==> src/srl_pkg.sv <==
// package: register map, field positions and types of the multi-source set-reset latch
package srl_pkg;

  // ==========================================================================
  // register byte addresses
  localparam logic [11:0] SRL_ADDR_CONTROL = 12'h000;  // latch_control_main
  localparam logic [11:0] SRL_ADDR_SOURCES = 12'h004;  // latch_source_enables
  localparam logic [11:0] SRL_ADDR_PINSEL  = 12'h008;  // alt_pin_function_control
  localparam logic [11:0] SRL_ADDR_STATUS  = 12'h00C;  // latch and source state

  // ==========================================================================
  // reset values
  localparam logic [7:0] SRL_CONTROL_RESET = 8'h00;
  localparam logic [7:0] SRL_SOURCES_RESET = 8'h00;
  localparam logic [7:0] SRL_PINSEL_RESET  = 8'h00;

  // ==========================================================================
  // latch_control_main fields
  localparam int SRL_CTL_ENABLE   = 7;  // latch_module_enable
  localparam int SRL_CTL_DIV_HI   = 6;  // divided_pulse_select msb
  localparam int SRL_CTL_DIV_LO   = 4;  // divided_pulse_select lsb
  localparam int SRL_CTL_TRUE_OE  = 3;  // true_out_enable
  localparam int SRL_CTL_COMPL_OE = 2;  // compl_out_enable
  localparam int SRL_CTL_SW_SET   = 1;  // sw_set_pulse
  localparam int SRL_CTL_SW_RST   = 0;  // sw_reset_pulse

  // ==========================================================================
  // latch_source_enables fields
  localparam int SRL_SRC_PIN_SET   = 7;
  localparam int SRL_SRC_PULSE_SET = 6;
  localparam int SRL_SRC_CMP2_SET  = 5;
  localparam int SRL_SRC_CMP1_SET  = 4;
  localparam int SRL_SRC_PIN_RST   = 3;
  localparam int SRL_SRC_PULSE_RST = 2;
  localparam int SRL_SRC_CMP2_RST  = 1;
  localparam int SRL_SRC_CMP1_RST  = 0;

  // alt_pin_function_control field
  localparam int SRL_PIN_COMPL_ALT = 0;  // compl_pin_alt_select

  // ==========================================================================
  // divider: period is 2^(code + base) clock cycles
  localparam int SRL_DIV_SEL_W   = 3;
  localparam int SRL_DIV_CNT_W   = 9;
  localparam int SRL_DIV_LOG_MIN = 2;

  // ==========================================================================
  // ahb constants
  localparam logic [1:0] SRL_HTRANS_NONSEQ = 2'h2;
  localparam logic [1:0] SRL_HTRANS_SEQ    = 2'h3;

  // latch source bundle
  typedef struct packed {
    logic sw;
    logic cmp1;
    logic cmp2;
    logic pin;
    logic pulse;
  } srl_src_t;

  // pin driver bundle
  typedef struct packed {
    logic data;
    logic oe;
  } srl_pin_t;

endpackage

==> src/srl_divider.sv <==
// module: free-running divider producing a periodic one-cycle pulse
`timescale 1ns/1ps
module srl_divider
  import srl_pkg::*;
#(
  parameter int SEL_W = SRL_DIV_SEL_W,
  parameter int CNT_W = SRL_DIV_CNT_W
) (
  input  wire logic             i_clock,
  input  wire logic             i_rst_n,
  input  wire logic [SEL_W-1:0] i_select,
  output logic                  o_pulse
);

  logic [CNT_W-1:0] count_reg;
  logic [CNT_W-1:0] terminal;

  // ==========================================================================
  // terminal count is 2^(code+2) - 1
  always_comb begin
    terminal = CNT_W'((1 << (32'(i_select) + SRL_DIV_LOG_MIN)) - 1);
  end

  always_ff @(posedge i_clock) begin
    if (!i_rst_n) begin
      count_reg <= '0;
    end else if (count_reg >= terminal) begin
      count_reg <= '0;
    end else begin
      count_reg <= count_reg + CNT_W'(1);
    end
  end

  always_ff @(posedge i_clock) begin
    if (!i_rst_n) begin
      o_pulse <= 1'b0;
    end else begin
      o_pulse <= (count_reg == terminal);
    end
  end

endmodule

==> src/srl_sync.sv <==
// module: three-stage synchroniser with agreement filter for the pin and comparator inputs
`timescale 1ns/1ps
module srl_sync #(
  parameter int WIDTH = 3
) (
  input  wire logic             i_clock,
  input  wire logic             i_rst_n,
  input  wire logic [WIDTH-1:0] i_async,
  output logic      [WIDTH-1:0] o_sync
);

  logic [WIDTH-1:0] stage1_reg;
  logic [WIDTH-1:0] stage2_reg;
  logic [WIDTH-1:0] stage3_reg;

  // ==========================================================================
  // shift chain
  always_ff @(posedge i_clock) begin
    if (!i_rst_n) begin
      stage1_reg <= '0;
      stage2_reg <= '0;
      stage3_reg <= '0;
    end else begin
      stage1_reg <= i_async;
      stage2_reg <= stage1_reg;
      stage3_reg <= stage2_reg;
    end
  end

  // output changes once stages two and three agree
  genvar g;
  generate
    for (g = 0; g < WIDTH; g++) begin : g_bit
      always_ff @(posedge i_clock) begin
        if (!i_rst_n) begin
          o_sync[g] <= 1'b0;
        end else if (stage2_reg[g] == stage3_reg[g]) begin
          o_sync[g] <= stage3_reg[g];
        end
      end
    end
  endgenerate

endmodule

==> src/srl_top.sv <==
// module: multi-source set-reset latch with ahb-lite register access
//
// Overview of operation
// - latch samples active-high set and reset inputs on the rising clock edge
// - set and reset high together leave the latch reset
// - writing one to sw_set_pulse pulses set for one cycle
// - writing one to sw_reset_pulse pulses reset for one cycle
// - both software pulse bits clear themselves and read as zero
// - divider pulses once every 2^(code+2) clocks, one clock wide
// - pulse_set_enable lets divider pulses set the latch
// - pulse_reset_enable lets divider pulses reset the latch
// - pin_set_enable lets the input pin set the latch while high
// - pin_reset_enable lets the input pin reset the latch while high
// - comparator set enables let each comparator set the latch while high
// - comparator reset enables let each comparator reset the latch while high
// - set and reset are each the or of their enabled sources
// - comparator inputs are the already synchronised comparator outputs
// - module enable gates both output enables; the latch runs regardless
// - true output enable drives latch q onto its pin
// - complement output enable drives inverted q onto its pin
// - both outputs may drive at once; alt select moves complement pin
// - latch state has no defined reset value; firmware initialises it
`timescale 1ns/1ps
module srl_top
  import srl_pkg::*;
(
  input  wire logic        i_clock,
  input  wire logic        i_rst_n,
  // ahb-lite slave
  input  wire logic        i_hsel,
  input  wire logic [11:0] i_haddr,
  input  wire logic [1:0]  i_htrans,
  input  wire logic        i_hwrite,
  input  wire logic [2:0]  i_hsize,
  input  wire logic [31:0] i_hwdata,
  input  wire logic        i_hready,
  output logic      [31:0] o_hrdata,
  output logic             o_hreadyout,
  output logic             o_hresp,
  // latch sources
  input  wire logic        i_cmp1_synced_out,
  input  wire logic        i_cmp2_synced_out,
  input  wire logic        i_latch_ext_input_pin,
  // latch outputs
  output logic             o_true_out_pin,
  output logic             o_true_out_pin_oe,
  output logic             o_compl_out_pin,
  output logic             o_compl_out_pin_oe,
  output logic             o_compl_alt_pin,
  output logic             o_compl_alt_pin_oe
);

  // ==========================================================================
  // declarations
  logic [7:0]  control_reg;
  logic [7:0]  sources_reg;
  logic [7:0]  pinsel_reg;
  logic        sw_set_reg;
  logic        sw_rst_reg;
  logic        latch_q_reg;
  logic        wr_pend_reg;
  logic [11:0] wr_addr_reg;
  logic [31:0] rdata_next;
  logic        addr_phase;
  logic        div_pulse;
  logic [2:0]  pins_sync;
  srl_src_t    set_src;
  srl_src_t    rst_src;
  logic        set_in;
  logic        rst_in;
  logic        enable;
  srl_pin_t    true_pin;
  srl_pin_t    compl_pin;

  assign enable = control_reg[SRL_CTL_ENABLE];

  // ==========================================================================
  // input synchronisation
  // comparators arrive already synced
  srl_sync #(
    .WIDTH (3)
  ) u_sync (
    .i_clock (i_clock),
    .i_rst_n (i_rst_n),
    .i_async ({i_cmp2_synced_out, i_cmp1_synced_out, i_latch_ext_input_pin}),
    .o_sync  (pins_sync)
  );

  // ==========================================================================
  // divided pulse generator
  // divider rate from control field
  srl_divider #(
    .SEL_W (SRL_DIV_SEL_W),
    .CNT_W (SRL_DIV_CNT_W)
  ) u_div (
    .i_clock  (i_clock),
    .i_rst_n  (i_rst_n),
    .i_select (control_reg[SRL_CTL_DIV_HI:SRL_CTL_DIV_LO]),
    .o_pulse  (div_pulse)
  );

  // ==========================================================================
  // ahb-lite slave
  assign addr_phase = i_hsel && i_hready &&
                      (i_htrans == SRL_HTRANS_NONSEQ || i_htrans == SRL_HTRANS_SEQ);

  // capture write address phase
  always_ff @(posedge i_clock) begin
    if (!i_rst_n) begin
      wr_pend_reg <= 1'b0;
      wr_addr_reg <= 12'h000;
    end else begin
      wr_pend_reg <= addr_phase && i_hwrite;
      if (addr_phase) begin
        wr_addr_reg <= i_haddr;
      end
    end
  end

  // control register; pulse bits never stored
  always_ff @(posedge i_clock) begin
    if (!i_rst_n) begin
      control_reg <= SRL_CONTROL_RESET;
    end else if (wr_pend_reg && wr_addr_reg == SRL_ADDR_CONTROL) begin
      control_reg <= {i_hwdata[7:2], 2'b00};
    end
  end

  // source enable and pin select registers
  always_ff @(posedge i_clock) begin
    if (!i_rst_n) begin
      sources_reg <= SRL_SOURCES_RESET;
      pinsel_reg  <= SRL_PINSEL_RESET;
    end else if (wr_pend_reg) begin
      if (wr_addr_reg == SRL_ADDR_SOURCES) begin
        sources_reg <= i_hwdata[7:0];
      end
      if (wr_addr_reg == SRL_ADDR_PINSEL) begin
        pinsel_reg <= {7'h00, i_hwdata[SRL_PIN_COMPL_ALT]};
      end
    end
  end

  always_ff @(posedge i_clock) begin
    if (!i_rst_n) begin
      sw_set_reg <= 1'b0;
      sw_rst_reg <= 1'b0;
    end else begin
      sw_set_reg <= wr_pend_reg && wr_addr_reg == SRL_ADDR_CONTROL &&
                    i_hwdata[SRL_CTL_SW_SET];
      sw_rst_reg <= wr_pend_reg && wr_addr_reg == SRL_ADDR_CONTROL &&
                    i_hwdata[SRL_CTL_SW_RST];
    end
  end

  // read mux; unmapped reads zero
  always_comb begin
    rdata_next = 32'h0000_0000;
    unique case (i_haddr)
      SRL_ADDR_CONTROL: rdata_next = {24'h00_0000, control_reg};
      SRL_ADDR_SOURCES: rdata_next = {24'h00_0000, sources_reg};
      SRL_ADDR_PINSEL:  rdata_next = {24'h00_0000, pinsel_reg};
      SRL_ADDR_STATUS:  rdata_next = {28'h000_0000, pins_sync, latch_q_reg};
      default:          rdata_next = 32'h0000_0000;
    endcase
  end

  // read data registered into data phase
  always_ff @(posedge i_clock) begin
    if (!i_rst_n) begin
      o_hrdata <= 32'h0000_0000;
    end else if (addr_phase && !i_hwrite) begin
      o_hrdata <= rdata_next;
    end
  end

  // zero wait states, always okay
  always_ff @(posedge i_clock) begin
    if (!i_rst_n) begin
      o_hreadyout <= 1'b0;
      o_hresp     <= 1'b0;
    end else begin
      o_hreadyout <= 1'b1;
      o_hresp     <= 1'b0;
    end
  end

  // ==========================================================================
  // source selection
  // set sources: software, comparators, pin and divider pulse
  always_comb begin
    set_src.sw    = sw_set_reg;
    set_src.cmp1  = sources_reg[SRL_SRC_CMP1_SET] && pins_sync[1];
    set_src.cmp2  = sources_reg[SRL_SRC_CMP2_SET] && pins_sync[2];
    set_src.pin   = sources_reg[SRL_SRC_PIN_SET] && pins_sync[0];
    set_src.pulse = sources_reg[SRL_SRC_PULSE_SET] && div_pulse;
  end

  always_comb begin
    rst_src.sw    = sw_rst_reg;
    rst_src.cmp1  = sources_reg[SRL_SRC_CMP1_RST] && pins_sync[1];
    rst_src.cmp2  = sources_reg[SRL_SRC_CMP2_RST] && pins_sync[2];
    rst_src.pin   = sources_reg[SRL_SRC_PIN_RST] && pins_sync[0];
    rst_src.pulse = sources_reg[SRL_SRC_PULSE_RST] && div_pulse;
  end

  assign set_in = |set_src;
  assign rst_in = |rst_src;

  // ==========================================================================
  // latch core
  // level inputs, state held otherwise
  // firmware keeps a source on one side
  always_ff @(posedge i_clock) begin
    if (rst_in) begin
      latch_q_reg <= 1'b0;
    end else if (set_in) begin
      latch_q_reg <= 1'b1;
    end
  end

  // ==========================================================================
  // output pins
  // module enable gates outputs
  always_comb begin
    true_pin.data  = latch_q_reg;
    true_pin.oe    = enable && control_reg[SRL_CTL_TRUE_OE];
    compl_pin.data = !latch_q_reg;
    compl_pin.oe   = enable && control_reg[SRL_CTL_COMPL_OE];
  end

  always_ff @(posedge i_clock) begin
    if (!i_rst_n) begin
      o_true_out_pin     <= 1'b0;
      o_true_out_pin_oe  <= 1'b0;
      o_compl_out_pin    <= 1'b0;
      o_compl_out_pin_oe <= 1'b0;
      o_compl_alt_pin    <= 1'b0;
      o_compl_alt_pin_oe <= 1'b0;
    end else begin
      o_true_out_pin     <= true_pin.data;
      o_true_out_pin_oe  <= true_pin.oe;
      o_compl_out_pin    <= compl_pin.data;
      o_compl_out_pin_oe <= compl_pin.oe && !pinsel_reg[SRL_PIN_COMPL_ALT];
      o_compl_alt_pin    <= compl_pin.data;
      o_compl_alt_pin_oe <= compl_pin.oe && pinsel_reg[SRL_PIN_COMPL_ALT];
    end
  end

endmodule

==> config.mk <==
export PLATFORM = sky130hd
export DESIGN_NAME = srl_top
export DESIGN_NICKNAME = d
export VERILOG_FILES = /design/src/srl_pkg.sv /design/src/srl_divider.sv /design/src/srl_sync.sv /design/src/srl_top.sv
export SDC_FILE = /design/constraint.sdc
export NUM_CORES = 1
export LEC_CHECK = 0
export ABC_AREA = 0
export BUFFER_PORTS_ARGS = -buffer_cell sky130_fd_sc_hd__buf_4
export CORE_MARGIN = 1.5
export CORE_UTILIZATION = 38
export CTS_CLUSTER_SIZE = 30
export DETAILED_ROUTE_END_ITERATION = 12
export PLACE_DENSITY_LB_ADDON = 0.1
export SLEW_MARGIN = 40
export SYNTH_ARGS = -nofsm -noshare
export SYNTH_HDL_FRONTEND = slang
export SYNTH_SLANG_ARGS = --single-unit
==> constraint.sdc <==
create_clock -name i_clock -period 3.2 [get_ports i_clock]
set_clock_uncertainty 0.2 [all_clocks]
set_input_delay 0.48 -clock i_clock [delete_from_list [all_inputs] [get_ports i_clock]]
set_output_delay 0.48 -clock i_clock [all_outputs]
set_load 0.02 [all_outputs]
# Word-level counts from Yosys, hierarchy flattened
# Index checks and enable logic that the tools add are counted.
# classes
addsub,3
magnitude_cmp,1
n_eq_ne,11
shifts,1
muxes,2
n_bitwise,1
n_reduce_logical,30
# ops
cell,count
equality test 12 x 4 -> 1 bit (second input constant),3
case mux 8 bit (4 select lines),1
left shift 1 x 32 -> 9 bit (first input constant),1
equality test 12 x 3 -> 1 bit (second input constant),2
logical NOT 12 bit,2
logical AND 1 bit,19
OR reduction 5 bit,2
adder 9 x 1 -> 9 bit (second input constant),1
equality test 9 bit,1
>= comparator 9 bit,1
subtractor 9 x 2 -> 9 bit (second input constant),1
adder 3 x 2 -> 4 bit (second input constant),1
equality test 2 bit (second input constant),2
AND reduction 2 bit,2
equality test 1 bit,3
logical NOT 1 bit,3
OR reduction 2 bit,1
logical OR 1 bit,1
two-way mux 1 bit,1
inverter 1 bit,1
# totals
regBits,91
in_bits,57
out_inout_bits,40
wordCells,72

# Longest topological paths before layout
# Gate-level depths: netlist of run 1.
# depth
ltp_word,5
ltp_mapped,14
depth_no_buf,13

# Cells and area by module
# From an unflattened synthesis of run 1, not the netlist that was laid out.
# unflattened
hier_cells,329
hier_area_um2,3188.1
# by_module_without_submodules
module,instances,cells_each,area_each_um2,seq_area_each_um2
srl_top,1,213,2033.2,900.9
srl_divider,1,85,787.0,200.2
srl_sync,1,31,367.9,240.2

# Worst setup path before layout of run 1
# No wires, ideal clock.
# synth_timing
path_kind,flip-flop to flip-flop
start,reg control_reg[5]
end,reg u_div.count_reg[1]
setup_time_ns,0.080
t_arrival_ns,3.061
required_time_ns,2.920
slack_ns,-0.141
path_stages_with_launch,13
path_buffers,1
period_less_slack_ns,3.341
path_cell_list,dfxtp_1 > inv_1 > ha_1 > or4b_4 > ha_1 > nor2_1 > nor3_1 > xnor2_1 > ha_1 > and4_1 > a221o_1 > buf_1 > nor3b_1
# synth_via
elab_chain_cells,5
# synth_lines
item,line_no,text
from (decl),srl_top.sv:55,logic [7:0] control_reg;
from (signal assigned),srl_top.sv:125,"control_reg <= {i_hwdata[7:2], 2'b00};"
adder 3 x 2 -> 4 bit,srl_divider.sv:21,terminal = CNT_W'((1 << (32'(i_select) + SRL_DIV_LOG_MIN)) - 1);
left shift 1 x 32 -> 9 bit,srl_divider.sv:21,
subtractor 9 x 2 -> 9 bit,srl_divider.sv:21,
>= comparator 9 bit,srl_divider.sv:27,end else if (count_reg >= terminal) begin
OR reduction 2 bit (no line),n/a,
to (signal assigned),srl_divider.sv:30,count_reg <= count_reg + CNT_W'(1);
to (decl),srl_divider.sv:15,logic [CNT_W-1:0] count_reg;
# No other way between the ends.
# A chain may end at the register's enable or synchronous reset.

# Worst setup path in the final report of run 1
# layout_timing
start,reg control_reg[5]
end,reg u_div.count_reg[2]
# Same word-level chain as after synthesis.

==> flow_metrics.tcl, run 1 <==
set metrics [dict create \
    clk_pin_slew_worst_paths_ps 70 \
    tritoncts "yes" \
    routedWlPerCell_um 13.4 \
    initial_core_util_pct 38.7 \
    place_congestion 0.744 \
    dieHeight_um 94.0 \
    largest_reg_flops 12 \
    syn_inst 338 \
    synthToLayoutAreaGrowth_pct 19.1 \
    dr_total_vias 2371 \
    start_kind "flip-flop" \
    grt_start_max_net_pins 56 \
    synthAdderAreaFrac_pct 6.36 \
    dieArea_um2 8830 \
    rsz0062_at_grt "false" \
    routed_wl_um 6630 \
    synth-simple-area-share_pct 22.8 \
    io_pins 97 \
    synth.distinct_cells 45 \
    coreArea_um2 8130 \
    num_rows 33 \
    syn_area_um2 3150 \
    synth_compound_area_share_pct 10.3 \
    vdd_drop_max_uv 266 \
    crit_path_end_kind "flip-flop" \
    grt_pass1_wl_um 10900 \
    cts_hold_buffers 0 \
    clk_path_buf_depth 2 \
    critPathSlowestCell "or4b_4" \
    async_reset_ff_share_pct 0 \
    cpLargestDelayFamily "simple AND/OR/NAND/NOR gates" \
    status "complete, no violations" \
    synthXorXnorAreaFrac_pct 3.06 \
    syn_avg_cell_area_um2 9.31 \
    fin_crit_ps 3070 \
    max_cap_violations 0 \
    crit_fanout 5 \
    slew_violations 0 \
    hold_class "in -> reg" \
    synth_edf_count 0 \
    power_w 0.00186 \
    antenna_found_initial 0 \
    relSlewSlack_pct 65.3 \
    nets 457 \
    drive_above_1_share_pct 21.6 \
    grt_pass1_vias 2196 \
    path_class "reg -> reg" \
    grt.total_usage_pct 16.5 \
    fmax_ghz 0.325 \
    cts_setup_buffers 0 \
    rrSetupSlack_ps 130 \
    setup_violations 0 \
    cp_data_arrival_time_ps 3130 \
    cts_root_buffer "clkbuf_8" \
    yosys.area.top_type "dfxtp_1" \
    crit_buf_inv 1 \
    required_ps 3260 \
    yosysWarningCount 0 \
    min_period_over_period_pct 96.0 \
    firstDrtPassIters 4 \
    cp_cell_sequence "inv_2, ha_4, or4b_4, ha_2, nor2_1, nor3_1, xnor2_1, ha_1, and4_1, a221o_2, nor3_1" \
    viasPerCell 4.80 \
    max_stage_delay_ps 530 \
    leakage_nw 1.48 \
    hold_viol 0 \
    worst_pin_slew_ps 521 \
    htree_levels 3 \
    die_width_um 94.0 \
    grt_overflow 0 \
    final_util_pct 46.0 \
    port-buffer-count 43 \
    p_per_area_nw_per_um2 496 \
    synth.area.top_cells "dfxtp_1, buf_4, ha_1" \
    clkLatencyLatePin_ps 340 \
    cts_sinks 67 \
    hpwl_um 4630 \
    drc_errors 0 \
    cp_common_cell "nor3_1" \
    antenna_left 0 \
    numCtsBuffers 9 \
    synth_top_family_by_area "simple AND/OR/NAND/NOR gates" \
    netlist.area_leader.share_pct 42.6 \
    synth-seq-cells 67 \
    antennaDiodeCount 0 \
    synth_mux_area_share_pct 5.49 \
    final_cell_mix "dfxtp_1, nand2_1, buf_4" \
    yosysSeqAreaShare_pct 42.6 \
    synth_top_flop_cell "dfxtp_1" \
    drtIter0Drc 104 \
    final_common_cell "dfxtp_1" \
]
per-stage QoR:
step	hold WS (ps)	TNS, ps	setup WS, ps	std cells	cell area [µm²]
floorplan	212	0	3.52	362	3240
global placement	214	-2.92	-2.92	477	3480
detailed placement	223	-214	-70.1	477	3480
CTS	126	0	7.88	494	3710
global route	130	0	3.63	494	3740
finish	143	0	127	494	3740
logic make-up after synthesis:
family                   Yosys count
AND/OR/NAND/NOR                  135
flip-flops                        67
buffers and inverters             46
AO/OA/AOI/OAI                     45
multiplexers                      17
adder cells (fa/ha/maj)           16
XOR/XNOR                          11
other                              1
path summary, 6_finish.rpt:
path	startpoint	end	cells after the start
setup / recovery	control_reg[5]$_SDFFE_PN0P_	u_div.count_reg[2]$_SDFF_PP0_	11
hold / removal	i_cmp2_synced_out	u_sync.stage1_reg[2]$_SDFF_PN0_	2
setup reg to reg	control_reg[5]$_SDFFE_PN0P_	u_div.count_reg[2]$_SDFF_PP0_	11
hold reg to reg	u_sync.stage1_reg[0]$_SDFF_PN0_	u_sync.stage2_reg[0]$_SDFF_PN0_	1
area by class of cell:
| type | instances | area, µm² |
|---|---|---|
| fill | 810 | 4390 |
| multi-input combinational | 250 | 1660 |
| sequential | 67 | 1340 |
| timing repair buffer | 50 | 375 |
| clock buffer | 12 | 165 |
| tap | 105 | 131 |
| clock inverter | 4 | 47.5 |
| inverter | 6 | 22.5 |
synth_stat cells (6+ instances only):
cell type,count
dfxtp_1,67
clkbuf_1,9
a21boi_0,17
and2_1,11
nor3_1,11
and3_1,6
nand2_1,50
buf_4,27
nor2b_1,17
mux2i_1,15
o21ai_0,7
nand3_1,7
ha_1,16
nor2_1,11
inv_1,6
xnor2_1,9
metal layers:
metal / routed length (µm) / share of wire (%) / vias up / track usage (%)
li1: - / - / 1210 / -
met1: 3380 / 51 / 1100 / 22.2
met2: 2820 / 43 / 53 / 24.6
met3: 311 / 4.7 / 8 / 3.64
met4: 119 / 1.8 / 0 / 8.21
met5: 0 / 0 / - / 0
repair_timing:
action                                  in CTS  in global routing
cloned                                       1                  0
pin swaps                                    1                  5
hold endpoints to repair                     0                  0
endpoints found under the setup margin       9                  9
gates resized for setup                      4                  7
power by group:
| part | internal (W) | switching [W] |
|---|---|---|
| clock | 0.000421 | 0.000322 |
| sequential | 0.000867 | 0.0000310 |
| combinational | 0.0000924 | 0.000125 |
No activity file was read; power rests on OpenSTA's default activity.
==> inputs of run 2 (changes only) <==
MAX_ROUTING_LAYER = met4   (was default)
==> flow_metrics.tcl, run 2 (same netlist as run 1, synthesis figures left out) <==
set metrics [dict create \
    r2r-end "u_div.count_reg[2]$_SDFF_PP0_" \
    grt_pass1_vias 2197 \
    grt_start_max_net_pins 56 \
    worst_pin_slew_ps 524 \
    viasPerCell 4.78 \
    final_common_cell "dfxtp_1" \
    drtIter0Drc 97 \
    leakage_nw 1.48 \
    r2r_cells 11 \
    antennaDiodeCount 0 \
    min_period_over_period_pct 96.2 \
    postPlaceCellArea_um2 3480 \
    grt_pass1_wl_um 10900 \
    relSlewSlack_pct 65.1 \
    required_ps 3260 \
    hpwl_um 4630 \
    p_per_area_nw_per_um2 496 \
    worstReg2RegStart "control_reg[5]$_SDFFE_PN0P_" \
    hold_viol 0 \
    antenna_left 0 \
    dieHeight_um 94.0 \
    place_congestion 0.753 \
    max_stage_delay_ps 530 \
    initial_core_util_pct 38.7 \
    crit_fanout 5 \
    start_kind "flip-flop" \
    final_cell_mix "dfxtp_1, nand2_1, buf_4" \
    cp_common_cell "nor3_1" \
    hold_class "in -> reg" \
    drive_above_1_share_pct 21.6 \
    cts_root_buffer "clkbuf_8" \
    io_pins 97 \
    vdd_drop_max_uv 266 \
    cpLargestDelayFamily "simple AND/OR/NAND/NOR gates" \
    cp_data_arrival_time_ps 3140 \
    die_width_um 94.0 \
    fin_crit_ps 3080 \
    nets 457 \
    num_rows 33 \
    synthToLayoutAreaGrowth_pct 19.1 \
    cts_sinks 67 \
    largest_reg_flops 12 \
    htree_levels 3 \
    hold_end "u_sync.stage1_reg[1]$_SDFF_PN0_" \
    grt_overflow 0 \
    crit_buf_inv 1 \
    dr_total_vias 2361 \
    whs_path_depth 2 \
    firstDrtPassIters 4 \
    clk_path_buf_depth 2 \
    numCtsBuffers 9 \
    rsz0062_at_grt "false" \
    status "complete, no violations" \
    grt.total_usage_pct 16.9 \
    drc_errors 0 \
    dieArea_um2 8830 \
    port-buffer-count 43 \
    cts_setup_buffers 0 \
    routedWlPerCell_um 13.4 \
    final_area_um2 3740 \
    antenna_found_initial 0 \
    rrSetupSlack_ps 120 \
    clkLatencyLatePin_ps 340 \
    max_cap_violations 0 \
    setup_violations 0 \
    fill_cells 810 \
    multi_input_area_um2 1660 \
    slew_violations 0 \
    tns_ps 0 \
    critPathSlowestCell "or4b_4" \
    final_util_pct 46.0 \
    crit_path_end_kind "flip-flop" \
    fmax_ghz 0.325 \
    regArea_um2 1340 \
    path_class "reg -> reg" \
    cp_cell_sequence "inv_2, ha_4, or4b_4, ha_2, nor2_1, nor3_1, xnor2_1, ha_1, and4_1, a221o_2, nor3_1" \
    tritoncts "yes" \
    routed_wl_um 6610 \
    coreArea_um2 8130 \
    min_from "i_cmp1_synced_out" \
    clk_pin_slew_worst_paths_ps 70 \
]
==> run 2: final cells by class <==
cell class / instances / area share, %
Tap cell: 105 / 3.51
Multi-Input combinational cell: 250 / 44.3
Clock inverter: 4 / 1.27
Sequential cell: 67 / 35.9
Clock buffer: 12 / 4.41
Inverter: 6 / 0.601
Timing Repair Buffer: 50 / 10.0
==> run 2: through the flow <==
stage	cells	setup slack, ps	hold slack, ps	total power, W
2_1_floorplan	362	3.52	212	0.00108
3_3_place_gp	477	-2.92	214	0.00112
3_5_place_dp	477	-70.1	223	0.00112
4_1_cts	494	7.88	126	0.00188
5_1_grt	494	3.62	130	0.00195
6_report	494	121	146	0.00186
==> run 2: where the power goes <==
group          switching [W]  internal, W  total [W]  leakage (nW)
clock               0.000321     0.000421   0.000742         0.108
sequential         0.0000309     0.000867   0.000898         0.544
combinational       0.000125    0.0000924   0.000217         0.832
==> run 2: worst max-delay path by stage <==
stage | to | cells after the start | slack [ps] | from
2_1_floorplan | u_div.count_reg[1]$_SDFF_PP0_ | 12 | 4 | control_reg[5]$_SDFFE_PN0P_
3_3_place_gp | u_div.count_reg[3]$_SDFF_PP0_ | 11 | -3 | control_reg[5]$_SDFFE_PN0P_
3_5_place_dp | u_div.count_reg[3]$_SDFF_PP0_ | 11 | -70 | control_reg[5]$_SDFFE_PN0P_
4_1_cts | u_div.count_reg[3]$_SDFF_PP0_ | 12 | 8 | control_reg[5]$_SDFFE_PN0P_
5_1_grt | u_div.count_reg[1]$_SDFF_PP0_ | 12 | 4 | control_reg[5]$_SDFFE_PN0P_
6_report | u_div.count_reg[2]$_SDFF_PP0_ | 11 | 120 | control_reg[5]$_SDFFE_PN0P_
==> run 2: repair_timing <==
action | 4_1_cts | 5_1_grt
gates cloned | 1 | 0
hold buffers | 0 | 0
endpoints found under the setup margin | 9 | 9
pin swaps | 1 | 5
gates resized for setup | 4 | 7
==> run 2: routing by layer <==
| layer | global-route usage [%] | wire (µm) | share of wire (%) |
|---|---|---|---|
| met3 | 3.64 | 281 | 4.2 |
| met2 | 24.6 | 2850 | 43 |
| met1 | 22.3 | 3390 | 51 |
| met5 | - | 0 | 0 |
| met4 | 8.21 | 93 | 1.4 |
